`src/verilog/cepw_pkg.sv`:
```
// shared constants and types for the counter edge / pulse-width input block
package cepw_pkg;

  localparam int NUM_CTR = 4;
  localparam int CNT_W = 32;
  localparam int NUM_IN = 8;
  localparam int SEL_W = 3;
  localparam int FIFO_DEPTH = 8;
  localparam int FIFO_PTR_W = 3;
  localparam int SYNC_STAGES = 2;

  // value loaded into the count on arm
  localparam logic [CNT_W-1:0] CNT_INIT = 32'h0000_0000;
  localparam logic [CNT_W-1:0] CNT_STEP = 32'h0000_0001;

  typedef enum logic [4:0] {
    ST_IDLE = 5'b00001,
    ST_WAIT_IDLE = 5'b00010,
    ST_WAIT_ACT = 5'b00100,
    ST_MEAS = 5'b01000,
    ST_HOLD = 5'b10000
  } cepw_st_t;

  typedef enum logic [1:0] {
    DIR_UP = 2'h0,
    DIR_DOWN = 2'h1,
    DIR_EXT = 2'h2
  } cepw_dir_t;

  typedef enum logic {
    MODE_EDGE = 1'b0,
    MODE_PWIDTH = 1'b1
  } cepw_mode_t;

  // per-counter configuration, held steady by software while armed
  typedef struct packed {
    cepw_mode_t mode;
    logic buffered;
    logic sampled;
    logic single_point;
    logic [SEL_W-1:0] src_sel;
    logic [SEL_W-1:0] gate_sel;
    logic [SEL_W-1:0] samp_sel;
    logic [SEL_W-1:0] dir_sel;
    logic src_rise;
    logic samp_rise;
    logic gate_high;
    logic pause_en;
    cepw_dir_t dir_mode;
  } cepw_cfg_t;

  typedef struct packed {
    logic armed;
    logic holding;
    logic overrun;
    logic overflow;
    logic cfg_err;
  } cepw_status_t;

  // one counter's private state, embedded holding counter included
  typedef struct packed {
    logic [NUM_IN-1:0] sync1;
    logic [NUM_IN-1:0] sync2;
    logic [NUM_IN-1:0] prev;
    cepw_st_t st;
    logic [CNT_W-1:0] cnt;
    logic [CNT_W-1:0] aux_last;
    logic aux_done;
    logic push;
    logic [CNT_W-1:0] push_data;
    cepw_status_t status;
  } cepw_ctr_t;

endpackage : cepw_pkg

```
`src/verilog/cepw_top.sv`:
```
// four 32-bit counters for edge counting and pulse-width measurement
`timescale 1ns/1ns
module cepw_top (
  input wire logic mclk,
  input wire logic rst_n,
  input wire cepw_pkg::cepw_cfg_t [cepw_pkg::NUM_CTR-1:0] cfg,
  input wire logic [cepw_pkg::NUM_CTR-1:0][cepw_pkg::NUM_IN-1:0] sig_in,
  input wire logic [cepw_pkg::NUM_CTR-1:0] arm,
  input wire logic [cepw_pkg::NUM_CTR-1:0] disarm,
  input wire logic [cepw_pkg::NUM_CTR-1:0] dma_ready,
  output logic [cepw_pkg::NUM_CTR-1:0] dma_valid,
  output logic [cepw_pkg::NUM_CTR-1:0][cepw_pkg::CNT_W-1:0] dma_data,
  output logic [cepw_pkg::NUM_CTR-1:0][cepw_pkg::CNT_W-1:0] count,
  output cepw_pkg::cepw_status_t [cepw_pkg::NUM_CTR-1:0] status
);

  typedef struct packed {
    cepw_pkg::cepw_ctr_t [cepw_pkg::NUM_CTR-1:0] ctr;
  } cepw_state_t;

  cepw_state_t s;
  cepw_state_t next_s;
  logic [cepw_pkg::NUM_CTR-1:0] fifo_in_ready;
  logic [cepw_pkg::NUM_CTR-1:0] fifo_out_valid;

  // picks one of the eight synchronised lines
  function automatic logic cepw_pick(
    input logic [cepw_pkg::NUM_IN-1:0] lines,
    input logic [cepw_pkg::SEL_W-1:0] sel
  );
    cepw_pick = lines[sel];
  endfunction : cepw_pick

  // edge of the chosen polarity between last and current sample
  function automatic logic cepw_edge(
    input logic now_lvl,
    input logic old_lvl,
    input logic rise
  );
    cepw_edge = rise ? (now_lvl && !old_lvl) : (!now_lvl && old_lvl);
  endfunction : cepw_edge

  always_comb begin
    logic src_lvl;
    logic src_old;
    logic gate_lvl;
    logic gate_old;
    logic samp_lvl;
    logic samp_old;
    logic dir_lvl;
    logic src_edge;
    logic samp_edge;
    logic gate_act;
    logic gate_was_act;
    logic paused;
    logic count_up;
    logic timed;
    logic illegal;
    logic want_push;
    logic [cepw_pkg::CNT_W-1:0] push_val;
    src_lvl = 1'b0;
    src_old = 1'b0;
    gate_lvl = 1'b0;
    gate_old = 1'b0;
    samp_lvl = 1'b0;
    samp_old = 1'b0;
    dir_lvl = 1'b0;
    src_edge = 1'b0;
    samp_edge = 1'b0;
    gate_act = 1'b0;
    gate_was_act = 1'b0;
    paused = 1'b0;
    count_up = 1'b0;
    timed = 1'b0;
    illegal = 1'b0;
    want_push = 1'b0;
    push_val = cepw_pkg::CNT_INIT;
    next_s = s;
    for (int i = 0; i < cepw_pkg::NUM_CTR; i++) begin
      // pins pass two flops; prev holds the older synchronised level
      next_s.ctr[i].sync1 = sig_in[i];
      next_s.ctr[i].sync2 = s.ctr[i].sync1;
      next_s.ctr[i].prev = s.ctr[i].sync2;
      next_s.ctr[i].push = 1'b0;

      src_lvl = cepw_pick(s.ctr[i].sync2, cfg[i].src_sel);
      src_old = cepw_pick(s.ctr[i].prev, cfg[i].src_sel);
      gate_lvl = cepw_pick(s.ctr[i].sync2, cfg[i].gate_sel);
      gate_old = cepw_pick(s.ctr[i].prev, cfg[i].gate_sel);
      samp_lvl = cepw_pick(s.ctr[i].sync2, cfg[i].samp_sel);
      samp_old = cepw_pick(s.ctr[i].prev, cfg[i].samp_sel);
      dir_lvl = cepw_pick(s.ctr[i].sync2, cfg[i].dir_sel);

      src_edge = cepw_edge(src_lvl, src_old, cfg[i].src_rise);
      samp_edge = cepw_edge(samp_lvl, samp_old, cfg[i].samp_rise);
      gate_act = (gate_lvl == cfg[i].gate_high);
      gate_was_act = (gate_old == cfg[i].gate_high);
      paused = cfg[i].pause_en && gate_act;

      // single-point work is always sample clocked
      timed = cfg[i].sampled || cfg[i].single_point;
      // buffered edge count has no implicit form
      illegal = (cfg[i].mode == cepw_pkg::MODE_EDGE) && cfg[i].buffered
        && !timed;

      case (cfg[i].dir_mode)
        cepw_pkg::DIR_UP: count_up = 1'b1;
        cepw_pkg::DIR_DOWN: count_up = 1'b0;
        cepw_pkg::DIR_EXT: count_up = dir_lvl;
        default: count_up = 1'b1;
      endcase

      want_push = 1'b0;
      push_val = s.ctr[i].cnt;

      case (s.ctr[i].st)
        cepw_pkg::ST_IDLE: begin
        end
        cepw_pkg::ST_WAIT_IDLE: begin
          if (!gate_act) begin
            next_s.ctr[i].st = cepw_pkg::ST_WAIT_ACT;
          end
        end
        cepw_pkg::ST_WAIT_ACT: begin
          if (gate_act && !gate_was_act) begin
            next_s.ctr[i].st = cepw_pkg::ST_MEAS;
            next_s.ctr[i].cnt = cepw_pkg::CNT_INIT;
          end
        end
        cepw_pkg::ST_MEAS: begin
          if (cfg[i].mode == cepw_pkg::MODE_EDGE) begin
            if (src_edge && !paused) begin
              // plain add and subtract wrap at 32 bits
              next_s.ctr[i].cnt = count_up
                ? s.ctr[i].cnt + cepw_pkg::CNT_STEP
                : s.ctr[i].cnt - cepw_pkg::CNT_STEP;
            end
            if (cfg[i].buffered && samp_edge) begin
              // running count is captured, never cleared
              want_push = 1'b1;
            end
          end else if (!gate_act) begin
            // trailing gate edge closes the pulse
            if (timed) begin
              next_s.ctr[i].aux_last = s.ctr[i].cnt;
              next_s.ctr[i].aux_done = 1'b1;
              next_s.ctr[i].st = cepw_pkg::ST_WAIT_ACT;
            end else if (cfg[i].buffered) begin
              want_push = 1'b1;
              next_s.ctr[i].st = cepw_pkg::ST_WAIT_ACT;
            end else begin
              want_push = 1'b1;
              next_s.ctr[i].st = cepw_pkg::ST_HOLD;
            end
          end else if (src_edge) begin
            next_s.ctr[i].cnt = s.ctr[i].cnt + cepw_pkg::CNT_STEP;
          end
        end
        cepw_pkg::ST_HOLD: begin
          // gate and source are ignored until the stored value is read
          if (dma_ready[i] && fifo_out_valid[i]) begin
            next_s.ctr[i].st = cepw_pkg::ST_IDLE;
          end
        end
        default: next_s.ctr[i].st = cepw_pkg::ST_IDLE;
      endcase

      // sample-clocked pulse width: report the last completed pulse
      if (cfg[i].mode == cepw_pkg::MODE_PWIDTH && timed && samp_edge
          && s.ctr[i].st != cepw_pkg::ST_IDLE
          && s.ctr[i].st != cepw_pkg::ST_HOLD) begin
        if (s.ctr[i].aux_done) begin
          want_push = 1'b1;
          push_val = s.ctr[i].aux_last;
          next_s.ctr[i].aux_done = (s.ctr[i].st == cepw_pkg::ST_MEAS) && !gate_act;
        end else begin
          next_s.ctr[i].status.overrun = 1'b1;
        end
      end

      // a full fifo drops the sample and leaves a sticky flag
      if (want_push) begin
        if (fifo_in_ready[i]) begin
          next_s.ctr[i].push = 1'b1;
          next_s.ctr[i].push_data = push_val;
        end else begin
          next_s.ctr[i].status.overflow = 1'b1;
        end
      end

      if (disarm[i]) begin
        next_s.ctr[i].st = cepw_pkg::ST_IDLE;
      end else if (arm[i]) begin
        next_s.ctr[i].cnt = cepw_pkg::CNT_INIT;
        next_s.ctr[i].aux_done = 1'b0;
        next_s.ctr[i].status.overrun = 1'b0;
        next_s.ctr[i].status.overflow = 1'b0;
        next_s.ctr[i].status.cfg_err = illegal;
        if (illegal) begin
          next_s.ctr[i].st = cepw_pkg::ST_IDLE;
        end else if (cfg[i].mode == cepw_pkg::MODE_EDGE) begin
          next_s.ctr[i].st = cepw_pkg::ST_MEAS;
        end else if (gate_act) begin
          next_s.ctr[i].st = cepw_pkg::ST_WAIT_IDLE;
        end else begin
          next_s.ctr[i].st = cepw_pkg::ST_WAIT_ACT;
        end
      end

      next_s.ctr[i].status.armed = (next_s.ctr[i].st != cepw_pkg::ST_IDLE);
      next_s.ctr[i].status.holding = (next_s.ctr[i].st == cepw_pkg::ST_HOLD);
    end
  end

  always_ff @(posedge mclk or negedge rst_n) begin
    if (!rst_n) begin
      for (int i = 0; i < cepw_pkg::NUM_CTR; i++) begin
        s.ctr[i] <= '0;
        s.ctr[i].st <= cepw_pkg::ST_IDLE;
      end
    end else begin
      s <= next_s;
    end
  end

  genvar g;
  generate
    for (g = 0; g < cepw_pkg::NUM_CTR; g++) begin : g_ctr
      // reading the count is a plain flop tap and never disturbs it
      assign count[g] = s.ctr[g].cnt;
      assign status[g] = s.ctr[g].status;
      assign dma_valid[g] = fifo_out_valid[g];

      cepw_fifo #(
        .WIDTH(cepw_pkg::CNT_W),
        .DEPTH(cepw_pkg::FIFO_DEPTH),
        .PTR_W(cepw_pkg::FIFO_PTR_W)
      ) u_fifo (
        .mclk(mclk),
        .rst_n(rst_n),
        .in_valid(s.ctr[g].push),
        .in_ready(fifo_in_ready[g]),
        .in_data(s.ctr[g].push_data),
        .out_valid(fifo_out_valid[g]),
        .out_ready(dma_ready[g]),
        .out_data(dma_data[g])
      );
    end
  endgenerate

endmodule : cepw_top

```
`src/verilog/cepw_fifo.sv`:
```
// capture fifo with valid/ready on both sides, storage in flip-flops
`timescale 1ns/1ns
module cepw_fifo #(
  parameter int WIDTH = 32,
  parameter int DEPTH = 8,
  parameter int PTR_W = 3
) (
  input wire logic mclk,
  input wire logic rst_n,
  input wire logic in_valid,
  output logic in_ready,
  input wire logic [WIDTH-1:0] in_data,
  output logic out_valid,
  input wire logic out_ready,
  output logic [WIDTH-1:0] out_data
);

  typedef struct packed {
    logic [DEPTH-1:0][WIDTH-1:0] mem;
    logic [PTR_W:0] wr;
    logic [PTR_W:0] rd;
  } cepw_fifo_state_t;

  cepw_fifo_state_t s;
  cepw_fifo_state_t next_s;
  logic full;
  logic empty;

  assign empty = (s.wr == s.rd);
  assign full = (s.wr[PTR_W-1:0] == s.rd[PTR_W-1:0]) && (s.wr[PTR_W] != s.rd[PTR_W]);
  assign in_ready = !full;
  assign out_valid = !empty;
  assign out_data = s.mem[s.rd[PTR_W-1:0]];

  always_comb begin
    next_s = s;
    if (in_valid && !full) begin
      next_s.mem[s.wr[PTR_W-1:0]] = in_data;
      next_s.wr = s.wr + {{PTR_W{1'b0}}, 1'b1};
    end
    if (out_ready && !empty) begin
      next_s.rd = s.rd + {{PTR_W{1'b0}}, 1'b1};
    end
  end

  always_ff @(posedge mclk or negedge rst_n) begin
    if (!rst_n) begin
      s <= '0;
    end else begin
      s <= next_s;
    end
  end

endmodule : cepw_fifo

```
`config.mk`:
```
export PLATFORM = sky130hd
export DESIGN_NAME = cepw_top
export DESIGN_NICKNAME = d
export VERILOG_FILES = /design/src/verilog/cepw_pkg.sv /design/src/verilog/cepw_top.sv /design/src/verilog/cepw_fifo.sv
export SDC_FILE = /design/constraint.sdc
export NUM_CORES = 2
export LEC_CHECK = 0
export BUFFER_PORTS_ARGS = -buffer_cell sky130_fd_sc_hd__buf_4
export CAP_MARGIN = 20
export CORE_MARGIN = 2
export CORE_UTILIZATION = 56
export CTS_CLUSTER_DIAMETER = 50
export DETAILED_ROUTE_END_ITERATION = 10
export PLACE_DENSITY = 0.86
export SLEW_MARGIN = 15
export SYNTH_ARGS = -nofsm -noshare
export SYNTH_HDL_FRONTEND = slang
export SYNTH_SLANG_ARGS = --single-unit
```
`constraint.sdc`:
```
create_clock -name mclk -period 3.05 [get_ports mclk]
set_clock_uncertainty 0.2 [all_clocks]
set_input_delay 0.305 -clock mclk [delete_from_list [all_inputs] [get_ports mclk]]
set_output_delay 0.305 -clock mclk [all_outputs]
set_load 0.02 [all_outputs]
```
==> qor.yml <==
run_status:
  outcome: "finished with violations"
  violations: "negative setup slack"
sta:
  setup_slack_ns: -0.3521
  rsz0062_at_grt: "yes"
  setup_viol: 552
  fin_hold_ws_ns: 0.06377
  finalSetupTns_ns: -56.23
  finalMaxSlewViolations: 0
  period_needed_ns: 3.402
  tightest_slew_ns: 0.9814
  max_freq_mhz: 293.9
  period_share_pct: 111.5
  relSlewSlack_pct: 34.26
  finalHoldViolations: 0
run:
  cap_violations: 0
final_layout:
  seqCellArea_um2: 39670
  fin_util_pct: 70.66
  nets: 7033
  syn_to_final_growth_pct: 25.46
  fillCellCount: 8391
  multi_input_area_um2: 37700
  drive_gt1_share_pct: 47.83
routing:
  postRouteAntennaNets: 0
  wl_per_cell_um: 28.67
  num_vias: 59480
  routed_wl_um: 255600
  drc: 0
  drtIter0Drc: 6347
  avgViaCountPerCell: 6.673
  drtPass1Iterations: 6
logic_synthesis:
  ys_seq_elements: 1584
  synth-adder-area-share_pct: 0.2550
  synth_area_um2: 78500
  synth_top_family_by_area: "multiplexers"
  synthArstFlopShare_pct: 100.0
  synth-main-ff-cell: "dfrtp_1"
  synth_nets: 6179
  synth_mux_area_share_pct: 30.57
  synth_edf_count: 0
  synth_compound_area_share_pct: 6.344
  synth-simple-area-share_pct: 7.833
  avgSynthCellArea_um2: 13.02
  syn_inst: 6029
  ys_warn_count: 0
  synth-xor-area-share_pct: 0.6137
  synth-seq-area-share_pct: 50.50
  synth.distinct_cells: 93
min_path:
  hp-class: "in -> reg"
  worstHoldStart: "cfg[56]"
clock_tree:
  cts_buffers: 175
  clk_pin_slew_ns: 0.06
  clk_latency_ns: 0.83
  cts_max_level: 4
  cts_root_buffer: "clkbuf_16"
  cts_tree: "done"
  cts_buffer_depth: 3
  clock_sinks: 1584
setup_path:
  crit_path_max_incr_delay_ns: 0.49
  crit_family: "multiplexers"
  critPathMaxFanout: 22
  reg2reg_from: "next_s[110]$_DFF_PN0_"
  critPathCaptureType: "flip-flop"
  cpMaxStageDelayCell: "mux4_2"
  crit_chain: "mux4_2 -> or2b_1 -> mux4_2 -> a2111o_1 -> or2_4 -> buf_12 -> mux2_4 -> mux2_4"
  rrSetupSlack_ns: -0.35
  cp-start-kind: "flip-flop"
  cp.required_ns: 3.51
  arrival_ns: 3.87
  critPathKind: "reg -> reg"
  crit_start: "next_s[110]$_DFF_PN0_"
  worst-path-buf-inv: 1
placed_design:
  hpwl_um: 144500
  io_buffers: 413
  gp_congestion: 1.006
  post-place-ws_ns: -0.5490
power_and_ir_drop:
  p_leak_nw: 46.80
  p_per_area_nw_per_um2: 586.7
  vdd_ir_drop_max_mv: 0.5820
  power_mw: 57.78
floorplanning:
  die_height_um: 378.4
  die-width_um: 378.4
  boundaryPins: 414
  rows: 137
  initial_core_util_pct: 56.33
  design.core.area_um2: 139400
  dieArea_um2: 143200
grt:
  grt_pass1_wl_um: 374300
  overflow: 0
  grt_pass1_vias: 61730
  antenna_found_initial: 6
  grt_usage_pct: 34.10
  grt_max_degree: 89
## cell families (layout without fill, tap and decap cells)
kind of cell	count (synthesis)	in the layout
AOI/OAI and AO/OA	737	737
xor gates and xnor gates	55	55
DFF	1584	1584
and+or+nand+nor	1193	1194
muxes	1808	1808
buffers and inverters	636	1639
other	0	4
adders and majority gates	16	16
## cells in the final DEF, fill, tap and decap left out, types with 50 or more instances in the layout
cell type,n
a21oi_1,142
buf_12,85
buf_4,755
buf_6,207
clkbuf_16,180
dfrtp_1,1565
dlygate4sd3_1,121
inv_1,82
mux2_2,1187
mux2_4,207
mux2i_1,95
mux4_2,313
nand2_1,260
nand3_1,110
nand4_1,59
nor2_1,205
nor2b_1,50
nor3_1,102
o21ai_0,137
## worst min-delay path: stages
cell and delay, ns:
buf_4 0.11, mux2_2 0.20, o211ai_1 0.11, nand2_1 0.12, nor3_1 0.07, o22ai_1 0.10
## through the flow
step | cell area [µm²] | cells
2_1_floorplan | 78570 | 6029
3_3_place_gp | 86170 | 8284
3_5_place_dp | 86170 | 8284
4_1_cts | 96450 | 8848
5_1_grt | 98480 | 8912
6_report | 98480 | 8913
## Yosys cell counts (32+ instances only)
cell type | n | area share, %
o211ai_1 | 37 | 0.35
o21ai_0 | 169 | 1.1
clkbuf_1 | 327 | 1.6
nand2_1 | 271 | 1.3
mux2_4 | 58 | 1.1
mux2_2 | 1336 | 19
buf_1 | 59 | 0.28
nand2b_1 | 40 | 0.32
or3_1 | 43 | 0.34
a31oi_1 | 43 | 0.34
nand4_1 | 59 | 0.47
a21oi_1 | 156 | 0.99
inv_1 | 82 | 0.39
nand3_1 | 122 | 0.78
nor4_1 | 56 | 0.45
dfrtp_1 | 1580 | 50
and3_1 | 50 | 0.40
mux4_2 | 309 | 8.9
nor2b_1 | 52 | 0.41
xnor2_1 | 32 | 0.36
nor2_1 | 219 | 1.0
or4_1 | 32 | 0.31
mux2i_1 | 100 | 1.3
nor3_1 | 121 | 0.77
buf_4 | 152 | 1.5
## routing by layer
layer / GRT usage (%) / vias up / routed length, µm
met3: 7.703 / 1195 / 22920
met4: 19.92 / 2 / 17860
li1: - / 24170 / -
met2: 55.40 / 3710 / 122000
met1: 41.94 / 30400 / 92750
met5: 0 / - / 13
## area by class of cell
cell class,count,share of cell area (%)
timing repair buffer,1230,12.57
clock buffer,244,5.137
clock inverter,83,1.010
multi-input combinational,3810,38.29
inverter,82,0.3126
antenna,4,0.01016
sequential,1584,40.28
tap,1876,2.384
## where the power goes
group	switching, mW	total (mW)	internal, mW	leakage (nW)
clock network	9.57	22.1	12.5	2.99
registers	0.986	22.6	21.6	21.8
logic	6.90	13.1	6.16	22.0
total	17.5	57.8	40.3	46.8
## registers in the layout, indices dropped and copies added (netlist names)
register        flops
next_s             64
s                 316
status             20
count             128
g_ctr.u_fifo.s   1056
## path summary, 6_finish.rpt
path	end	cells past startpoint
worst max-delay path	s[10]$_DFFE_PN0P_	8
worst min-delay path	s[369]$_DFF_PN0_	6
worst max register to register	s[10]$_DFFE_PN0P_	8
worst min register to register	next_s[375]$_DFF_PN0_	0
max in group asynchronous	g_ctr[2].u_fifo.s[3]$_DFFE_PN0P_	4
min in group asynchronous	g_ctr[0].u_fifo.s[152]$_DFFE_PN0P_	3
## what timing repair did
action | CTS | global route
gates resized for setup | 305 | 447
gates cloned | 45 | 12
endpoints found under the hold margin | 1339 | 0
hold buffers | 123 | 0
pin swaps | 12 | 86
setup endpoints to repair | 223 | 1216
buffers inserted | 70 | 74
Note: power is estimated with default switching activity, not from simulation.
